**src/include/rf_frame_pkg.sv**
```systemverilog
package rf_frame_pkg;

    // ****************************************
    // register indices, byte address is 4x
    // ****************************************
    localparam logic [7:0]  IDX_TX_GUARD_CTRL   = 8'h31;
    localparam logic [7:0]  IDX_TX_GUARD_LOW    = 8'h32;
    localparam logic [7:0]  IDX_FRAME_FORMAT    = 8'h33;
    localparam logic [7:0]  IDX_RX_FRAME_START  = 8'h34;
    localparam logic [7:0]  IDX_RX_CONTROL      = 8'h35;
    localparam logic [7:0]  IDX_RX_BLANKING     = 8'h36;
    localparam logic [7:0]  IDX_RX_THRESHOLD    = 8'h37;
    localparam int          ADDR_W              = 12;

    // ****************************************
    // reset values
    // ****************************************
    localparam logic [7:0]  RST_TX_GUARD_CTRL   = 8'hC0;
    localparam logic [7:0]  RST_ZERO            = 8'h00;

    // ****************************************
    // field positions
    // ****************************************
    localparam int          B_GUARD_START       = 7;
    localparam int          B_GUARD_UNIT        = 6;
    localparam int          B_GUARD_HI_MSB      = 5;
    localparam int          B_GUARD_HI_LSB      = 3;
    localparam int          B_TX_PARITY         = 7;
    localparam int          B_RX_PARITY         = 6;
    localparam int          B_END_SYM_MSB       = 3;
    localparam int          B_END_SYM_LSB       = 2;
    localparam int          B_BEGIN_SYM_MSB     = 1;
    localparam int          B_BEGIN_SYM_LSB     = 0;
    localparam int          B_SOF_EN            = 5;
    localparam int          B_SOF_SEEN          = 4;
    localparam int          B_SUB_EN            = 2;
    localparam int          B_SUB_SEEN          = 1;
    localparam int          B_SUB_NOW           = 0;
    localparam int          B_PARTIAL_WRITE     = 7;
    localparam int          B_CONTINUOUS        = 6;
    localparam int          B_FILTER_EN         = 3;
    localparam int          B_BAUD_MSB          = 2;
    localparam int          B_BLANK_UNIT        = 7;
    localparam int          B_BLANK_MSB         = 6;
    localparam int          B_AMP_MSB           = 7;
    localparam int          B_AMP_LSB           = 4;
    localparam int          B_PHASE_MSB         = 3;

    // ****************************************
    // encodings and counts
    // ****************************************
    localparam logic [2:0]  BAUD_26K            = 3'h2;
    localparam logic [2:0]  BAUD_52K            = 3'h3;
    localparam logic [1:0]  FILTER_BYTES        = 2'h3;

    // ****************************************
    // timing
    // ****************************************
    localparam int          CLK_KHZ             = 100000;
    localparam int          CARRIER_KHZ         = 13560;
    localparam int          CARRIER_PERIODS     = 16;
    localparam int          BAUD_26K_HZ         = 26000;
    localparam int          BAUD_52K_HZ         = 52000;
    localparam int          CARRIER_UNIT_CYC    =
        (CARRIER_PERIODS * CLK_KHZ + CARRIER_KHZ - 1) / CARRIER_KHZ;
    localparam int          HALF_BIT_26K_CYC    =
        (CLK_KHZ * 1000 + 2 * BAUD_26K_HZ - 1) / (2 * BAUD_26K_HZ);
    localparam int          HALF_BIT_52K_CYC    =
        (CLK_KHZ * 1000 + 2 * BAUD_52K_HZ - 1) / (2 * BAUD_52K_HZ);
    localparam int          PRE_W               = 12;

endpackage : rf_frame_pkg

```
**src/core/rf_frame_ctrl.sv**
```systemverilog
// Added by the designer: the APB register port.
`timescale 1ns/1ps
module rf_frame_ctrl
    import rf_frame_pkg::*;
(
    input  wire logic                I_REF_CLK,
    input  wire logic                I_RESET,
    input  wire logic                i_PSEL,
    input  wire logic                i_PENABLE,
    input  wire logic                i_PWRITE,
    input  wire logic [ADDR_W-1:0]   i_PADDR,
    input  wire logic [31:0]         i_PWDATA,
    output logic      [31:0]         o_PRDATA,
    output logic                     o_PREADY,
    output logic                     o_PSLVERR,
    input  wire logic                i_TX_REQ,
    input  wire logic                i_TX_END,
    input  wire logic                i_TX_BYTE_VALID,
    input  wire logic [7:0]          i_TX_BYTE,
    input  wire logic                i_SOF_DETECT,
    input  wire logic                i_SUBCARRIER_NOW,
    input  wire logic                i_RX_BYTE_VALID,
    input  wire logic [7:0]          i_RX_BYTE,
    input  wire logic                i_RX_PARITY,
    input  wire logic                i_RX_PARTIAL,
    input  wire logic                i_RX_ERROR,
    input  wire logic                i_RX_END,
    input  wire logic                i_CRC_EN,
    input  wire logic [7:0]          i_ERROR_REG,
    output logic                     o_TX_GO,
    output logic                     o_TX_PARITY_VALID,
    output logic                     o_TX_PARITY_BIT,
    output logic      [1:0]          o_BEGIN_SYMBOL_SEL,
    output logic      [1:0]          o_END_SYMBOL_SEL,
    output logic                     o_RX_BLANK,
    output logic                     o_RX_PARITY_ERR,
    output logic                     o_FIFO_WE,
    output logic      [7:0]          o_FIFO_WDATA,
    output logic                     o_FIFO_CLR,
    output logic                     o_RX_IRQ,
    output logic                     o_RX_DONE,
    output logic                     o_FRAME_START_IRQ,
    output logic      [3:0]          o_MIN_AMPLITUDE_LEVEL,
    output logic      [3:0]          o_MIN_PHASE_LEVEL
);

    // ****************************************
    // register storage
    // ****************************************
    logic [7:0]  tx_guard_ctrl_reg;
    logic [7:0]  tx_guard_low_reg;
    logic [7:0]  frame_format_reg;
    logic [1:0]  frame_start_en_reg;
    logic        sof_seen_reg;
    logic        subcarrier_seen_reg;
    logic [7:0]  rx_control_reg;
    logic [7:0]  rx_blanking_reg;
    logic [7:0]  rx_threshold_reg;

    logic [7:0]  idx;
    logic        mapped;
    logic        wr_en;
    logic        setup;
    logic [7:0]  rd_next;
    logic [10:0] tx_guard_value;
    logic [PRE_W-1:0] half_bit_cyc;

    assign idx            = i_PADDR[9:2];
    assign setup          = i_PSEL && !i_PENABLE;
    assign wr_en          = i_PSEL && i_PENABLE && o_PREADY && i_PWRITE
                            && !o_PSLVERR;
    assign tx_guard_value = {tx_guard_ctrl_reg[B_GUARD_HI_MSB:B_GUARD_HI_LSB],
                             tx_guard_low_reg};

    // ****************************************
    // address decode and read mux
    // ****************************************
    always_comb
    begin
        mapped  = (i_PADDR[1:0] == 2'h0) && (i_PADDR[ADDR_W-1:10] == '0);
        rd_next = 8'h00;
        case (idx)
            IDX_TX_GUARD_CTRL:  rd_next = {tx_guard_ctrl_reg[7:3], 3'h0};
            IDX_TX_GUARD_LOW:   rd_next = tx_guard_low_reg;
            IDX_FRAME_FORMAT:   rd_next = {frame_format_reg[7:6], 2'h0,
                                           frame_format_reg[3:0]};
            IDX_RX_FRAME_START: rd_next = {2'h0, frame_start_en_reg[1],
                                           sof_seen_reg, 1'b0,
                                           frame_start_en_reg[0],
                                           subcarrier_seen_reg,
                                           i_SUBCARRIER_NOW};
            IDX_RX_CONTROL:     rd_next = {rx_control_reg[7:6], 2'h0,
                                           rx_control_reg[3:0]};
            IDX_RX_BLANKING:    rd_next = rx_blanking_reg;
            IDX_RX_THRESHOLD:   rd_next = rx_threshold_reg;
            default:            mapped  = 1'b0;
        endcase
    end

    // ****************************************
    // apb answer, ready in the access phase
    // ****************************************
    always_ff @(posedge I_REF_CLK or posedge I_RESET)
    begin
        if (I_RESET)
        begin
            o_PREADY  <= 1'b0;
            o_PSLVERR <= 1'b0;
            o_PRDATA  <= 32'h0000_0000;
        end
        else
        begin
            o_PREADY  <= setup;
            o_PSLVERR <= setup && !mapped;
            if (setup)
            begin
                o_PRDATA <= i_PWRITE ? 32'h0000_0000 : {24'h00_0000, rd_next};
            end
        end
    end

    // ****************************************
    // configuration registers
    // ****************************************
    always_ff @(posedge I_REF_CLK or posedge I_RESET)
    begin
        if (I_RESET)
        begin
            tx_guard_ctrl_reg  <= RST_TX_GUARD_CTRL;
            tx_guard_low_reg   <= RST_ZERO;
            frame_format_reg   <= RST_ZERO;
            frame_start_en_reg <= 2'h0;
            rx_control_reg     <= RST_ZERO;
            rx_blanking_reg    <= RST_ZERO;
            rx_threshold_reg   <= RST_ZERO;
        end
        else if (wr_en)
        begin
            case (idx)
                IDX_TX_GUARD_CTRL:  tx_guard_ctrl_reg  <= i_PWDATA[7:0];
                IDX_TX_GUARD_LOW:   tx_guard_low_reg   <= i_PWDATA[7:0];
                IDX_FRAME_FORMAT:   frame_format_reg   <= i_PWDATA[7:0];
                IDX_RX_FRAME_START: frame_start_en_reg <=
                    {i_PWDATA[B_SOF_EN], i_PWDATA[B_SUB_EN]};
                IDX_RX_CONTROL:     rx_control_reg     <= i_PWDATA[7:0];
                IDX_RX_BLANKING:    rx_blanking_reg    <= i_PWDATA[7:0];
                IDX_RX_THRESHOLD:   rx_threshold_reg   <= i_PWDATA[7:0];
                default:            ;
            endcase
        end
    end

    // ****************************************
    // sticky detect flags, write one clears
    // ****************************************
    logic sticky_clr;
    logic blank_reg;
    assign sticky_clr = wr_en && (idx == IDX_RX_FRAME_START);

    always_ff @(posedge I_REF_CLK or posedge I_RESET)
    begin
        if (I_RESET)
        begin
            sof_seen_reg        <= 1'b0;
            subcarrier_seen_reg <= 1'b0;
        end
        else
        begin
            if (i_SOF_DETECT && !blank_reg)
                sof_seen_reg <= 1'b1;
            else if (sticky_clr && i_PWDATA[B_SOF_SEEN])
                sof_seen_reg <= 1'b0;
            if (i_SUBCARRIER_NOW && !blank_reg)
                subcarrier_seen_reg <= 1'b1;
            else if (sticky_clr && i_PWDATA[B_SUB_SEEN])
                subcarrier_seen_reg <= 1'b0;
        end
    end

    always_ff @(posedge I_REF_CLK or posedge I_RESET)
    begin
        if (I_RESET)
            o_FRAME_START_IRQ <= 1'b0;
        else
            o_FRAME_START_IRQ <= (frame_start_en_reg[1] && sof_seen_reg)
                || (frame_start_en_reg[0] && subcarrier_seen_reg);
    end

    // ****************************************
    // time units
    // ****************************************
    always_comb
    begin
        case (rx_control_reg[B_BAUD_MSB:0])
            BAUD_52K: half_bit_cyc = PRE_W'(HALF_BIT_52K_CYC);
            BAUD_26K: half_bit_cyc = PRE_W'(HALF_BIT_26K_CYC);
            default:  half_bit_cyc = PRE_W'(HALF_BIT_26K_CYC);
        endcase
    end

    // ****************************************
    // transmit guard
    // ****************************************
    logic [PRE_W-1:0] guard_pre_reg;
    logic [10:0]      guard_units_reg;
    logic             guard_run_reg;
    logic             tx_pending_reg;
    logic [PRE_W-1:0] guard_len;
    logic             guard_start;
    logic             guard_done;

    assign guard_len   = tx_guard_ctrl_reg[B_GUARD_UNIT] ? half_bit_cyc
                         : PRE_W'(CARRIER_UNIT_CYC);
    assign guard_start = tx_guard_ctrl_reg[B_GUARD_START] ? i_RX_END
                         : i_TX_END;
    assign guard_done  = !guard_run_reg || (guard_units_reg >= tx_guard_value);

    always_ff @(posedge I_REF_CLK or posedge I_RESET)
    begin
        if (I_RESET)
        begin
            guard_pre_reg   <= '0;
            guard_units_reg <= '0;
            guard_run_reg   <= 1'b0;
        end
        else if (guard_start)
        begin
            guard_pre_reg   <= '0;
            guard_units_reg <= '0;
            guard_run_reg   <= 1'b1;
        end
        else if (guard_run_reg)
        begin
            if (guard_units_reg >= tx_guard_value)
                guard_run_reg <= 1'b0;
            else if (guard_pre_reg >= guard_len - PRE_W'(1))
            begin
                guard_pre_reg   <= '0;
                guard_units_reg <= guard_units_reg + 11'h001;
            end
            else
                guard_pre_reg <= guard_pre_reg + PRE_W'(1);
        end
    end

    always_ff @(posedge I_REF_CLK or posedge I_RESET)
    begin
        if (I_RESET)
        begin
            tx_pending_reg <= 1'b0;
            o_TX_GO        <= 1'b0;
        end
        else
        begin
            o_TX_GO <= 1'b0;
            if ((tx_pending_reg || i_TX_REQ) && guard_done && !guard_start)
            begin
                tx_pending_reg <= 1'b0;
                o_TX_GO        <= 1'b1;
            end
            else if (i_TX_REQ)
                tx_pending_reg <= 1'b1;
        end
    end

    // ****************************************
    // transmit framing
    // ****************************************
    always_ff @(posedge I_REF_CLK or posedge I_RESET)
    begin
        if (I_RESET)
        begin
            o_TX_PARITY_VALID  <= 1'b0;
            o_TX_PARITY_BIT    <= 1'b0;
            o_BEGIN_SYMBOL_SEL <= 2'h0;
            o_END_SYMBOL_SEL   <= 2'h0;
        end
        else
        begin
            o_TX_PARITY_VALID  <= i_TX_BYTE_VALID
                                  && frame_format_reg[B_TX_PARITY];
            o_TX_PARITY_BIT    <= ~(^i_TX_BYTE);
            o_BEGIN_SYMBOL_SEL <=
                frame_format_reg[B_BEGIN_SYM_MSB:B_BEGIN_SYM_LSB];
            o_END_SYMBOL_SEL   <=
                frame_format_reg[B_END_SYM_MSB:B_END_SYM_LSB];
        end
    end

    // ****************************************
    // receive blanking
    // ****************************************
    logic [PRE_W-1:0] blank_pre_reg;
    logic [6:0]       blank_units_reg;
    logic [PRE_W-1:0] blank_len;

    assign blank_len = rx_blanking_reg[B_BLANK_UNIT] ? half_bit_cyc
                       : PRE_W'(CARRIER_UNIT_CYC);

    always_ff @(posedge I_REF_CLK or posedge I_RESET)
    begin
        if (I_RESET)
        begin
            blank_pre_reg   <= '0;
            blank_units_reg <= '0;
            blank_reg       <= 1'b0;
        end
        else if (i_TX_END)
        begin
            blank_pre_reg   <= '0;
            blank_units_reg <= '0;
            blank_reg       <= (rx_blanking_reg[B_BLANK_MSB:0] != 7'h00);
        end
        else if (blank_reg)
        begin
            if (blank_pre_reg >= blank_len - PRE_W'(1))
            begin
                blank_pre_reg   <= '0;
                blank_units_reg <= blank_units_reg + 7'h01;
                if (blank_units_reg + 7'h01 >= rx_blanking_reg[B_BLANK_MSB:0])
                    blank_reg <= 1'b0;
            end
            else
                blank_pre_reg <= blank_pre_reg + PRE_W'(1);
        end
    end

    assign o_RX_BLANK = blank_reg;

    // ****************************************
    // receive path to the FIFO
    // ****************************************
    logic       rx_byte_ok;
    logic       rx_end_ok;
    logic       keep_byte;
    logic       early;
    logic [1:0] byte_cnt_reg;
    logic       err_byte_reg;

    assign rx_byte_ok = i_RX_BYTE_VALID && !blank_reg;
    assign rx_end_ok  = i_RX_END && !blank_reg;
    assign keep_byte  = !i_RX_PARTIAL || !i_CRC_EN
                        || rx_control_reg[B_PARTIAL_WRITE];
    assign early      = rx_control_reg[B_FILTER_EN]
                        && (byte_cnt_reg < FILTER_BYTES);

    always_ff @(posedge I_REF_CLK or posedge I_RESET)
    begin
        if (I_RESET)
            byte_cnt_reg <= 2'h0;
        else if (rx_end_ok || (early && i_RX_ERROR && !blank_reg))
            byte_cnt_reg <= 2'h0;
        else if (rx_byte_ok && byte_cnt_reg != FILTER_BYTES)
            byte_cnt_reg <= byte_cnt_reg + 2'h1;
    end

    always_ff @(posedge I_REF_CLK or posedge I_RESET)
    begin
        if (I_RESET)
        begin
            o_FIFO_WE       <= 1'b0;
            o_FIFO_WDATA    <= 8'h00;
            o_FIFO_CLR      <= 1'b0;
            o_RX_IRQ        <= 1'b0;
            o_RX_DONE       <= 1'b0;
            o_RX_PARITY_ERR <= 1'b0;
            err_byte_reg    <= 1'b0;
        end
        else
        begin
            o_FIFO_WE       <= 1'b0;
            o_FIFO_CLR      <= 1'b0;
            o_RX_IRQ        <= 1'b0;
            o_RX_DONE       <= 1'b0;
            err_byte_reg    <= 1'b0;
            o_RX_PARITY_ERR <= 1'b0;
            if (rx_byte_ok && frame_format_reg[B_RX_PARITY])
                o_RX_PARITY_ERR <= (i_RX_PARITY == (^i_RX_BYTE));
            if (early && !blank_reg
                && (i_RX_ERROR || (rx_end_ok && !rx_byte_ok)))
                o_FIFO_CLR <= 1'b1;
            else
            begin
                if (rx_byte_ok && keep_byte)
                begin
                    o_FIFO_WE    <= 1'b1;
                    o_FIFO_WDATA <= i_RX_BYTE;
                end
                if (err_byte_reg && !(rx_byte_ok && keep_byte))
                begin
                    o_FIFO_WE    <= 1'b1;
                    o_FIFO_WDATA <= i_ERROR_REG;
                end
                if (rx_end_ok)
                begin
                    o_RX_IRQ <= 1'b1;
                    if (rx_control_reg[B_CONTINUOUS])
                        err_byte_reg <= 1'b1;
                    else
                        o_RX_DONE <= 1'b1;
                end
            end
        end
    end

    // ****************************************
    // decoder thresholds
    // ****************************************
    always_ff @(posedge I_REF_CLK or posedge I_RESET)
    begin
        if (I_RESET)
        begin
            o_MIN_AMPLITUDE_LEVEL <= 4'h0;
            o_MIN_PHASE_LEVEL     <= 4'h0;
        end
        else
        begin
            o_MIN_AMPLITUDE_LEVEL <=
                rx_threshold_reg[B_AMP_MSB:B_AMP_LSB];
            o_MIN_PHASE_LEVEL     <= rx_threshold_reg[B_PHASE_MSB:0];
        end
    end

endmodule : rf_frame_ctrl

```
**config.mk**
```make
export PLATFORM = sky130hd
export DESIGN_NAME = rf_frame_ctrl
export DESIGN_NICKNAME = d
export VERILOG_FILES = /design/src/include/rf_frame_pkg.sv /design/src/core/rf_frame_ctrl.sv
export SDC_FILE = /design/constraint.sdc
export NUM_CORES = 1
export LEC_CHECK = 0
export BUFFER_PORTS_ARGS = -buffer_cell sky130_fd_sc_hd__buf_2
export CAP_MARGIN = 20
export CORE_ASPECT_RATIO = 0.7
export CORE_MARGIN = 5
export CORE_UTILIZATION = 50
export CTS_CLUSTER_SIZE = 20
export DETAILED_ROUTE_END_ITERATION = 10
export GPL_TIMING_DRIVEN = 1
export PLACE_DENSITY_LB_ADDON = 0.15
export SETUP_SLACK_MARGIN = 0.02
export SLEW_MARGIN = 20
export SYNTH_ARGS = -nofsm -noshare
export SYNTH_HDL_FRONTEND = slang
export SYNTH_SLANG_ARGS = --single-unit
```
**constraint.sdc**
```tcl
create_clock -name I_REF_CLK -period 10.1 [get_ports I_REF_CLK]
set_input_delay 1.01 -clock I_REF_CLK [delete_from_list [all_inputs] [get_ports I_REF_CLK]]
set_output_delay 1.01 -clock I_REF_CLK [all_outputs]
set_load 0.02 [all_outputs]
```
After elaboration in Yosys (flattened, before gate mapping)
Cells that the tools add are included.
Widths: inputs -> output; s select.
{"block": "op_classes", "add_sub_neg": 7, "magnitude_cmp": 5, "n_eq_ne": 11, "mux": 52, "bitwise": 2, "reduce_logical": 72}
{"operator": "$mux 12", "n": 9}
{"operator": "$eq 8x6->1 const B", "n": 7}
{"operator": "$pmux 8 s7", "n": 1}
{"operator": "$mux 11", "n": 5}
{"operator": "$logic_and 1x1->1", "n": 29}
{"operator": "$mux 1", "n": 29}
{"operator": "$add 12x1->12 const B", "n": 2}
{"operator": "$ge 12x12->1", "n": 2}
{"operator": "$mux 8", "n": 3}
{"operator": "$sub 12x1->12 const B", "n": 2}
{"operator": "$mux 7", "n": 3}
{"operator": "$reduce_and 2->1", "n": 10}
{"operator": "$reduce_bool 2->1", "n": 9}
{"operator": "$reduce_xor 8->1", "n": 2}
{"operator": "$add 11x1->11 const B", "n": 1}
{"operator": "$ge 11x11->1", "n": 1}
{"operator": "$logic_not 1->1", "n": 10}
{"operator": "$add 7x1->7 const B", "n": 1}
{"operator": "$ge 7x7->1", "n": 1}
{"operator": "$logic_or 1x1->1", "n": 7}
{"operator": "$reduce_bool 7->1", "n": 1}
{"operator": "$reduce_or 7->1", "n": 1}
{"operator": "$logic_not 2->1", "n": 2}
{"operator": "$mux 2", "n": 2}
{"operator": "7 further kinds", "n": 9}
{"block": "totals", "register_bits": 163, "input_bits": 84, "out_inout_bits": 64, "word_cells": 184}

Depth between registers and ports, before layout
Gate-level depths: netlist (run 1).
{"block": "logic_depth", "ltp_word": 9, "depth_mapped": 11, "ltp_nobuf": 10}

Worst setup path after synthesis (run 1)
Ideal clock, no wire load.
{"block": "synth_path", "path_type": "input -> register", "start": "input port i_PADDR[5]", "end": "register rx_threshold_reg[0]", "setup_ps": 125, "arrival_ps": 2559, "required_ps": 9975, "path_slack_ps": 7417, "cell_stages": 5, "path_buffers": 1, "cell_sequence": "or4_1 > or3_1 > buf_2 > nor2_4 > mux2_2"}
{"block": "synth_between", "elab_chain_cells": 2}
{"item": "start: declaration", "line_no": "rf_frame_ctrl.sv:11", "source": "input wire logic [ADDR_W-1:0] i_PADDR,"}
{"item": "$eq 8x6->1", "line_no": "rf_frame_ctrl.sv:139", "source": "case (idx)"}
{"item": "$reduce_and 2->1 (no source line)"}
{"item": "end signal: assignment", "line_no": "rf_frame_ctrl.sv:147", "source": "IDX_RX_THRESHOLD: rx_threshold_reg <= i_PWDATA[7:0];"}
{"item": "end: declaration", "line_no": "rf_frame_ctrl.sv:58", "source": "logic [7:0] rx_threshold_reg;"}
Every way passes these cells.
A chain may end at the register's enable or synchronous reset.

Final worst setup path (run 1)
{"block": "layout_path", "start": "register rx_control_reg[2]", "end": "register guard_pre_reg[5]"}
{"block": "layout_between", "elab_chain_cells": 9}
{"item": "start: declaration", "line_no": "rf_frame_ctrl.sv:56", "source": "logic [7:0] rx_control_reg;"}
{"item": "start signal: assignment", "line_no": "rf_frame_ctrl.sv:145", "source": "IDX_RX_CONTROL: rx_control_reg <= i_PWDATA[7:0];"}
{"item": "$eq 3x2->1", "line_no": "rf_frame_ctrl.sv:194", "source": "case (rx_control_reg[B_BAUD_MSB:0])"}
{"item": "$mux 11", "line_no": "rf_frame_ctrl.sv:194"}
{"item": "$mux 12", "line_no": "rf_frame_ctrl.sv:212", "source": "assign guard_len = tx_guard_ctrl_reg[B_GUARD_UNIT] ? half_bit_cyc"}
{"item": "$sub 12x1->12", "line_no": "rf_frame_ctrl.sv:236", "source": "else if (guard_pre_reg >= guard_len - PRE_W'(1))"}
{"item": "$ge 12x12->1", "line_no": "rf_frame_ctrl.sv:236"}
{"item": "$mux 12", "line_no": "rf_frame_ctrl.sv:236"}
{"item": "$mux 12", "line_no": "rf_frame_ctrl.sv:234", "source": "if (guard_units_reg >= tx_guard_value)"}
{"item": "$mux 12", "line_no": "rf_frame_ctrl.sv:232", "source": "else if (guard_run_reg)"}
{"item": "$mux 12", "line_no": "rf_frame_ctrl.sv:226", "source": "else if (guard_start)"}
{"item": "end signal: assignment", "line_no": "rf_frame_ctrl.sv:242", "source": "guard_pre_reg <= guard_pre_reg + PRE_W'(1);"}
{"item": "end: declaration", "line_no": "rf_frame_ctrl.sv:204", "source": "logic [PRE_W-1:0] guard_pre_reg;"}
Every way passes these cells. The select of a mux whose other input is x is not followed.

==> impl_results.html, run 1 <==
<table>
<tr><th>Metric</th><th>Value</th></tr>
<tr><th colspan="2">Status</th></tr>
<tr><td>Outcome</td><td>completed</td></tr>
<tr><th colspan="2">Run</th></tr>
<tr><td>Maximum Capacitance Violations</td><td>0</td></tr>
<tr><th colspan="2">Die</th></tr>
<tr><td>Die area</td><td>17100 um2</td></tr>
<tr><td>Overall die height</td><td>approximately 110 um</td></tr>
<tr><td>Core Box Area</td><td>14100 um2</td></tr>
<tr><td>Overall die width</td><td>between 150 and 200 um</td></tr>
<tr><td>Number of I/O pins</td><td>148</td></tr>
<tr><td>Site Rows</td><td>36</td></tr>
<tr><td>Starting density of the core</td><td>0.516</td></tr>
<tr><th colspan="2">Finish</th></tr>
<tr><td>Net count of the finished layout</td><td>between 900 and 1000</td></tr>
<tr><td>Non-filler instance count after layout</td><td>roughly 1000</td></tr>
<tr><td>Core Util, Final</td><td>0.600</td></tr>
<tr><td>Area of combinational cells with multiple inputs</td><td>~3700 um2</td></tr>
<tr><td>Share of layout cells above drive strength 1</td><td>0.226</td></tr>
<tr><td>FF/Latch Area</td><td>3310 um2</td></tr>
<tr><td>Area overhead of the layout relative to synthesis</td><td>16.2%</td></tr>
<tr><td>ANT cells</td><td>0</td></tr>
<tr><td>Number of filler cells placed in the layout</td><td>1168</td></tr>
<tr><th colspan="2">Global routing</th></tr>
<tr><td>Aggregate global routing overflow</td><td>0</td></tr>
<tr><td>Number of global-route vias before repair</td><td>5637</td></tr>
<tr><td>Number of antenna violations at the first check in global routing</td><td>0</td></tr>
<tr><td>Pin count of the biggest net entering global routing</td><td>83</td></tr>
<tr><td>Global-route wire length before repair</td><td>29400 um</td></tr>
<tr><td>Tot GR Track Use</td><td>0.211</td></tr>
<tr><th colspan="2">Power</th></tr>
<tr><td>Standby leakage power</td><td>0.00430 uW</td></tr>
<tr><td>Max VDD drop</td><td>0.000136 V</td></tr>
<tr><td>Power density over the cells</td><td>153 nW/um2</td></tr>
<tr><th colspan="2">Clocking</th></tr>
<tr><td>Clock transition at the registers of the reported paths</td><td>0.06 ns</td></tr>
<tr><td>CTS resizes</td><td>0</td></tr>
<tr><td>CTS tree</td><td>yes</td></tr>
<tr><td># H-tree levels</td><td>4</td></tr>
<tr><td>Clock latency of the later-clocked register in the worst-skew pair</td><td>0.41 ns</td></tr>
<tr><td>Root Buffer</td><td>clkbuf_16</td></tr>
<tr><td>Number of buffers added by the clock tree synthesis step</td><td>17</td></tr>
<tr><td>Number of setup buffers added after CTS</td><td>0</td></tr>
<tr><td>TritonCTS Sinks</td><td>132</td></tr>
<tr><td>Buffer levels on the longest clock path</td><td>2</td></tr>
<tr><td>Total of hold buffers inserted after clock tree synthesis</td><td>0</td></tr>
<tr><th colspan="2">Logic synthesis</th></tr>
<tr><td>Most area-hungry cell type in the Yosys netlist</td><td>dfrtp_1</td></tr>
<tr><td>Syn Std Cell Area</td><td>7280 um2</td></tr>
<tr><td>Number of enable-type register cells in the synthesized netlist</td><td>0</td></tr>
<tr><td>Flops &amp; latches, synth</td><td>132</td></tr>
<tr><td>Top cells by count, synth</td><td>dfrtp_1 (130), nand2_1 (75), o21ai_0 (52), ha_1 (45), a21oi_1 (41)</td></tr>
<tr><td>Number of distinct standard cells referenced by the synthesized netlist</td><td>between 60 and 70</td></tr>
<tr><td>Top-area cell type share of the netlist area</td><td>0.447</td></tr>
<tr><td>Post-synthesis sequential area ratio</td><td>0.454</td></tr>
<tr><td>Number of warnings printed during yosys synthesis</td><td>0</td></tr>
<tr><td>Most frequent cell after synthesis</td><td>dfrtp_1</td></tr>
<tr><td>Synthesized area per cell</td><td>10.1 um2</td></tr>
<tr><td>Number of standard cells after synthesis</td><td>717</td></tr>
<tr><td>Fraction of registers with async set/reset</td><td>1.00</td></tr>
<tr><td>Cell types with the largest area share after synthesis</td><td>dfrtp_1 (45%), ha_1 (7.7%), mux2_2 (4.5%)</td></tr>
<tr><td>Most used flip-flop cell after synthesis</td><td>dfrtp_1</td></tr>
<tr><th colspan="2">STA</th></tr>
<tr><td>Final setup skew</td><td>0.00893 ns</td></tr>
<tr><td>Fmax</td><td>roughly 310 MHz</td></tr>
<tr><td>Final Hold Viols</td><td>0</td></tr>
<tr><td>Rel. slew slack</td><td>0.358</td></tr>
<tr><td>Tmin final</td><td>3.18 ns</td></tr>
<tr><td>Actual slew at the worst max-slew pin</td><td>0.936 ns</td></tr>
<tr><td>RSZ-0062 raised after global routing</td><td>no</td></tr>
<tr><td>Final-report setup violation count</td><td>0</td></tr>
<tr><td>Number of max-slew violations in the final report</td><td>0</td></tr>
<tr><td>Period Utilization, post-route</td><td>0.315</td></tr>
<tr><td>Sum of negative setup slack</td><td>0 ns</td></tr>
<tr><th colspan="2">Setup path</th></tr>
<tr><td>Cells along the critical path</td><td>nand3b_1, and2_1, inv_1, ha_1, nand4_2, nor3_1, nor3_2, nand2_1, nor3_2, a22o_1</td></tr>
<tr><td>CP max-delay cell</td><td>nor3_2</td></tr>
<tr><td>Crit path required time</td><td>between 10 and 15 ns</td></tr>
<tr><td>Type of destination of the critical path</td><td>register</td></tr>
<tr><td>Reg2reg path depth</td><td>10</td></tr>
<tr><td>Delay of the slowest cell on the worst path</td><td>0.60 ns</td></tr>
<tr><td>Worst Setup Path Type</td><td>register to register</td></tr>
<tr><td>Worst setup SP type</td><td>register</td></tr>
<tr><td>Worst-path fanout max</td><td>12</td></tr>
<tr><td>Most used cell along the critical path</td><td>nor3_2</td></tr>
<tr><td>Arrival time at the worst endpoint</td><td>3.53 ns</td></tr>
<tr><th colspan="2">Detailed routing</th></tr>
<tr><td>Remaining antenna violation count after routing</td><td>0</td></tr>
<tr><td>Violation count after the first detailed-route iteration</td><td>521</td></tr>
<tr><td>Routed metal-1 wirelength</td><td>between 8000 and 9000 um</td></tr>
<tr><td>Top metal layer carrying routed signals</td><td>met4</td></tr>
<tr><td>Met3 wire length</td><td>1340 um</td></tr>
<tr><td>Total number of vias</td><td>between 5000 and 6000</td></tr>
<tr><td>Post-DR wirelength/cell</td><td>17.4 um</td></tr>
<tr><td>Total wire length after detailed routing</td><td>17700 um</td></tr>
<tr><td>Remaining routing DRC violations</td><td>0</td></tr>
<tr><td>Routed wire length on met2</td><td>roughly 7300 um</td></tr>
<tr><td>Routed via count divided by cell count</td><td>between 5 and 6</td></tr>
<tr><td>First drt pass iteration count</td><td>6</td></tr>
<tr><th colspan="2">Min path</th></tr>
<tr><td>Worst hold path depth</td><td>0</td></tr>
<tr><td>Min-Delay Path Class</td><td>register to register</td></tr>
<tr><th colspan="2">Placed design</th></tr>
<tr><td>Dpl cells</td><td>985</td></tr>
<tr><td>Placer's final routability congestion estimate</td><td>0.855</td></tr>
<tr><td>IO buf count</td><td>99</td></tr>
<tr><td>Dpl hpwl</td><td>13100 um</td></tr>
</table>
==> power breakdown <==
| part | switching, uW | internal [uW] | leakage [uW] |
|---|---|---|---|
| clock network | 231 | 420 | 0.000300 |
| logic | 63.4 | 33.5 | 0.00229 |
| registers | 6.71 | 539 | 0.00171 |
==> through the flow <==
step | hold slack, ns | setup slack (ns) | power, uW | area [um2]
finish | 0.409 | 6.92 | 1290 | 8460
global route | 0.427 | 6.68 | 1340 | 8460
CTS | 0.412 | 6.94 | 1300 | 8450
detailed placement | 0.400 | 6.74 | 651 | 7830
global placement | 0.389 | 6.75 | 648 | 7830
floorplan | 0.363 | 5.57 | 624 | 7370
==> worst paths after layout <==
check	slack [ns]	start	end
min in group asynchronous	0.69	I_RESET	o_PSLVERR
max reg2reg	6.92	rx_control_reg[2]	guard_pre_reg[5]
max in group asynchronous	8.22	I_RESET	frame_format_reg[7]
max	6.92	rx_control_reg[2]	guard_pre_reg[5]
min reg2reg	0.41	rx_threshold_reg[0]	o_MIN_PHASE_LEVEL[0]
min	0.41	rx_threshold_reg[0]	o_MIN_PHASE_LEVEL[0]
==> placed cells by master, fill, tap and decap left out, drive strengths merged, types with 5 or more instances in the layout <==
master    n
dfrtp   130
buf     100
nand2    75
o21ai    53
ha       45
a21oi    43
nor2     35
inv      33
mux2     29
conb     28
xnor2    24
nor3     22
clkbuf   20
nor2b    15
a22o     14
nand3    14
mux2i    12
xor2     12
and3     12
o31ai    11
nand4     8
a21o      7
or3       7
a211oi    7
nand3b    6
and2      6
clkinv    6
nand2b    5
==> cells by family after synthesis <==
group | after synthesis | share of synthesized area
buffers and inverters | 81 | 0.0569
AND/OR/NAND/NOR | 220 | 0.162
XOR/XNOR | 36 | 0.0433
other | 2 | 0.00103
flip-flops | 132 | 0.454
adder cells (fa/ha/maj) | 45 | 0.0774
multiplexers | 43 | 0.0676
AO/OA/AOI/OAI | 158 | 0.138
==> critical path, delay by kind of cell, from the launching register on <==
family	cells	cell delay, ns
AO/OA/AOI/OAI	1	0.22
adder cells (fa/ha/maj)	1	0.25
buffers and inverters	1	0.09
flip-flops	1	0.40
AND/OR/NAND/NOR	7	2.14
==> metal layers <==
metal | global-route usage | vias to the layer above
li1 | - | 2687
met1 | 0.325 | 2710
met2 | 0.294 | 216
met3 | 0.0503 | 24
met4 | 0.0594 | 0
met5 | 0 | -
==> cell type report <==
class,count,share of cell area
tap,190,0.0281
multi-input combinational,530,0.432
clock buffer,20,0.0528
inverter,33,0.0149
sequential,132,0.391
clock inverter,12,0.0213
timing repair buffer,100,0.0599
Power figures use the tool's default switching activity.
==> run 2: changes to the inputs <==
==> constraint.sdc (replaced) <==
create_clock -name I_REF_CLK -period 2.85 [get_ports I_REF_CLK]
set_input_delay 0.285 -clock I_REF_CLK [delete_from_list [all_inputs] [get_ports I_REF_CLK]]
set_output_delay 0.285 -clock I_REF_CLK [all_outputs]
set_load 0.02 [all_outputs]
==> run 2 against run 1 <==
Against the previous run: sequential power grew to 3.5 times the previous value; clock-buffer cell count shrank 2; maximum frequency grew 18%; register-to-register slack lost 6.8 ns; core utilization grew 1.1 points; combinational power grew to 3.7 times the previous value; global-route usage grew 0.59 points.
==> impl_results.html, run 2 (synthesized netlist as in run 1, its figures left out) <==
<table>
<tr><th>Metric</th><th>Value</th></tr>
<tr><th colspan="2">Setup path</th></tr>
<tr><td>Reg2reg path depth</td><td>10</td></tr>
<tr><td>Worst-path fanout max</td><td>8</td></tr>
<tr><td>Delay of the slowest cell on the worst path</td><td>0.49 ns</td></tr>
<tr><td>Worst r2r dst</td><td>guard_units_reg[10]</td></tr>
<tr><td>Worst setup SP type</td><td>register</td></tr>
<tr><td>Cell family with the largest share of critical-path delay</td><td>simple AND/OR/NAND/NOR gates</td></tr>
<tr><td>Crit path required time</td><td>approximately 3.2 ns</td></tr>
<tr><td>CP max-delay cell</td><td>or4_1</td></tr>
<tr><td>Worst reg2reg startpoint</td><td>rx_control_reg[0]</td></tr>
<tr><td>Worst Setup Path Type</td><td>register to register</td></tr>
<tr><td>Cells along the critical path</td><td>nand3b_1, and2_4, inv_1, ha_1, nand4_2, nor3_2, a22oi_2, a211o_1, or4_1, a21oi_1</td></tr>
<tr><td>Type of destination of the critical path</td><td>register</td></tr>
<tr><td>Setup slack on the worst flop-to-flop path</td><td>0.15 ns</td></tr>
<tr><td>Number of buffers and inverters on the critical path</td><td>1</td></tr>
<tr><td>Arrival time at the worst endpoint</td><td>3.04 ns</td></tr>
<tr><th colspan="2">Run</th></tr>
<tr><td>Maximum Capacitance Violations</td><td>0</td></tr>
<tr><th colspan="2">Min path</th></tr>
<tr><td>Min-Delay Path Class</td><td>input pin to async pin</td></tr>
<tr><th colspan="2">STA</th></tr>
<tr><td>RSZ-0062 raised after global routing</td><td>no</td></tr>
<tr><td>Actual slew at the worst max-slew pin</td><td>0.926 ns</td></tr>
<tr><td>Tmin final</td><td>approximately 2.7 ns</td></tr>
<tr><td>Rel. slew slack</td><td>0.378</td></tr>
<tr><td>Number of max-slew violations in the final report</td><td>0</td></tr>
<tr><td>Final-report setup violation count</td><td>0</td></tr>
<tr><td>Worst slack on hold paths</td><td>0.0214 ns</td></tr>
<tr><td>Final Hold Viols</td><td>0</td></tr>
<tr><td>Fmax</td><td>371 MHz</td></tr>
<tr><td>Period Utilization, post-route</td><td>0.947</td></tr>
<tr><td>Final setup skew</td><td>0.00675 ns</td></tr>
<tr><td>Sum of negative setup slack</td><td>0 ns</td></tr>
<tr><th colspan="2">Placed design</th></tr>
<tr><td>Post-placement cell area</td><td>7970 um2</td></tr>
<tr><td>IO buf count</td><td>99</td></tr>
<tr><td>Placer's final routability congestion estimate</td><td>0.893</td></tr>
<tr><td>Dpl hpwl</td><td>13700 um</td></tr>
<tr><td>Dpl cells</td><td>1001</td></tr>
<tr><th colspan="2">Clocking</th></tr>
<tr><td>Clock transition at the registers of the reported paths</td><td>~0.06 ns</td></tr>
<tr><td>Clock latency of the later-clocked register in the worst-skew pair</td><td>about 0.42 ns</td></tr>
<tr><td>TritonCTS Sinks</td><td>132</td></tr>
<tr><td>Number of buffers added by the clock tree synthesis step</td><td>17</td></tr>
<tr><td>Root Buffer</td><td>clkbuf_16</td></tr>
<tr><td>Total of hold buffers inserted after clock tree synthesis</td><td>0</td></tr>
<tr><td># H-tree levels</td><td>4</td></tr>
<tr><td>CTS tree</td><td>yes</td></tr>
<tr><td>Number of setup buffers added after CTS</td><td>0</td></tr>
<tr><td>Buffer levels on the longest clock path</td><td>2</td></tr>
<tr><th colspan="2">Die</th></tr>
<tr><td>Die area</td><td>17100 um2</td></tr>
<tr><td>Overall die width</td><td>154 um</td></tr>
<tr><td>Site Rows</td><td>36</td></tr>
<tr><td>Starting density of the core</td><td>0.516</td></tr>
<tr><td>Core Box Area</td><td>14100 um2</td></tr>
<tr><td>Overall die height</td><td>around 110 um</td></tr>
<tr><td>Number of I/O pins</td><td>~150</td></tr>
<tr><th colspan="2">Power</th></tr>
<tr><td>Standby leakage power</td><td>0.00438 uW</td></tr>
<tr><td>Internal power consumption</td><td>3450 uW</td></tr>
<tr><td>Final Power</td><td>4560 uW</td></tr>
<tr><td>Max VDD drop</td><td>0.000368 V</td></tr>
<tr><td>Sequential share of power</td><td>0.423</td></tr>
<tr><td>Power share of the clock group</td><td>0.499</td></tr>
<tr><td>Switching power summed over all nets</td><td>1120 uW</td></tr>
<tr><td>Switching Share</td><td>0.245</td></tr>
<tr><td>Combinational group share of total power</td><td>0.078</td></tr>
<tr><td>Power density over the cells</td><td>529 nW/um2</td></tr>
<tr><th colspan="2">Detailed routing</th></tr>
<tr><td>Routed via count divided by cell count</td><td>5.57</td></tr>
<tr><td>Remaining antenna violation count after routing</td><td>0</td></tr>
<tr><td>Total number of vias</td><td>~5800</td></tr>
<tr><td>Total wire length after detailed routing</td><td>18200 um</td></tr>
<tr><td>Remaining routing DRC violations</td><td>0</td></tr>
<tr><td>Post-DR wirelength/cell</td><td>17.6 um</td></tr>
<tr><td>Violation count after the first detailed-route iteration</td><td>between 300 and 400</td></tr>
<tr><td>First drt pass iteration count</td><td>5</td></tr>
<tr><th colspan="2">Finish</th></tr>
<tr><td>Area overhead of the layout relative to synthesis</td><td>18.4%</td></tr>
<tr><td>Non-Filler Cell Area, Final</td><td>8610 um2</td></tr>
<tr><td>Most frequent cells in the layout</td><td>dfrtp_1 (130), buf_2 (99), nand2_1 (75)</td></tr>
<tr><td>ANT cells</td><td>0</td></tr>
<tr><td>Non-filler instance count after layout</td><td>a little over 1000</td></tr>
<tr><td>Share of layout cells above drive strength 1</td><td>0.249</td></tr>
<tr><td>Net count of the finished layout</td><td>959</td></tr>
<tr><td>Most frequent standard cell in the layout excluding fill and tap cells</td><td>dfrtp_1</td></tr>
<tr><td>Number of filler cells placed in the layout</td><td>1191</td></tr>
<tr><th colspan="2">Global routing</th></tr>
<tr><td>Number of antenna violations at the first check in global routing</td><td>0</td></tr>
<tr><td>Aggregate global routing overflow</td><td>0</td></tr>
<tr><td>Pin count of the biggest net entering global routing</td><td>52</td></tr>
<tr><td>Number of global-route vias before repair</td><td>5722</td></tr>
<tr><td>Global-route wire length before repair</td><td>a little under 30000 um</td></tr>
<tr><td>Tot GR Track Use</td><td>0.217</td></tr>
<tr><th colspan="2">Status</th></tr>
<tr><td>Outcome</td><td>completed</td></tr>
</table>
-- run 2: changes by cell type in the layout (fill, tap and decap cells not counted), moves of 2 or more --
cell      delta
buf_12       +2
clkbuf_1     -2
buf_4       +15
and2_1       -2
clkinv_4     -3
inv_6        +4
nor3_1       -2
nor3_2       +2
-- run 2: worst reg2reg max path, delay by kind of cell (launching register included) --
family / cells / cell delay (ns)
buffers and inverters: 1 / 0.06
AO/OA/AOI/OAI: 3 / 0.67
AND/OR/NAND/NOR: 5 / 1.19
flip-flops: 1 / 0.40
adder cells (fa/ha/maj): 1 / 0.31
-- run 2: worst max path at each step --
stage / start / to / slack [ns] / cells past startpoint
6_report: rx_control_reg[0] / guard_units_reg[10] / 0.15 / 10
5_1_grt: rx_control_reg[0] / guard_units_reg[10] / 0.02 / 10
4_1_cts: rx_control_reg[0] / guard_units_reg[10] / 0.05 / 10
3_5_place_dp: rx_control_reg[0] / guard_units_reg[10] / 0.05 / 10
3_3_place_gp: rx_control_reg[0] / guard_units_reg[10] / 0.22 / 10
2_1_floorplan: tx_guard_ctrl_reg[6] / guard_units_reg[10] / 0.35 / 9
-- run 2: per-stage QoR --
step | setup WS (ns) | utilization
after floorplan | 0.352 | -
after global placement | 0.217 | 0.566
after detailed placement | 0.0477 | 0.566
after CTS | 0.0467 | 0.609
after global routing | 0.0174 | 0.611
final | 0.152 | 0.611
-- run 2: timing repair --
| item | 4_1_cts | 5_1_grt |
|---|---|---|
| hold endpoints to repair | 0 | 0 |
| setup endpoints to repair | 0 | 18 |
| gates resized for setup | 0 | 7 |
-- run 2: metal layers --
layer	up-vias	wire length [um]	GRT usage
met3	18	1550	0.0593
met1	2799	8730	0.322
met5	-	0	0
met2	223	7660	0.309
met4	0	231	0.0671
li1	2714	-	-
-- run 2: final cells by class --
class | count | area (um2) | area share
Clock inverter | 14 | 175 | 0.0203
Clock buffer | 18 | 439 | 0.0510
Multi-Input combinational cell | 530 | 3680 | 0.427
Timing Repair Buffer | 116 | 648 | 0.0752
Inverter | 33 | 128 | 0.0148
Sequential cell | 132 | 3310 | 0.384
Tap cell | 190 | 238 | 0.0276
-- run 2: power groups by stage --
stage | sequential, uW | clock, uW | combinational (uW)
2_1_floorplan | 1980 | 0 | 228
3_3_place_gp | 1960 | 0 | 345
3_5_place_dp | 1960 | 0 | 355
4_1_cts | 1930 | 2320 | 358
5_1_grt | 1930 | 2400 | 395
6_report | 1930 | 2280 | 354
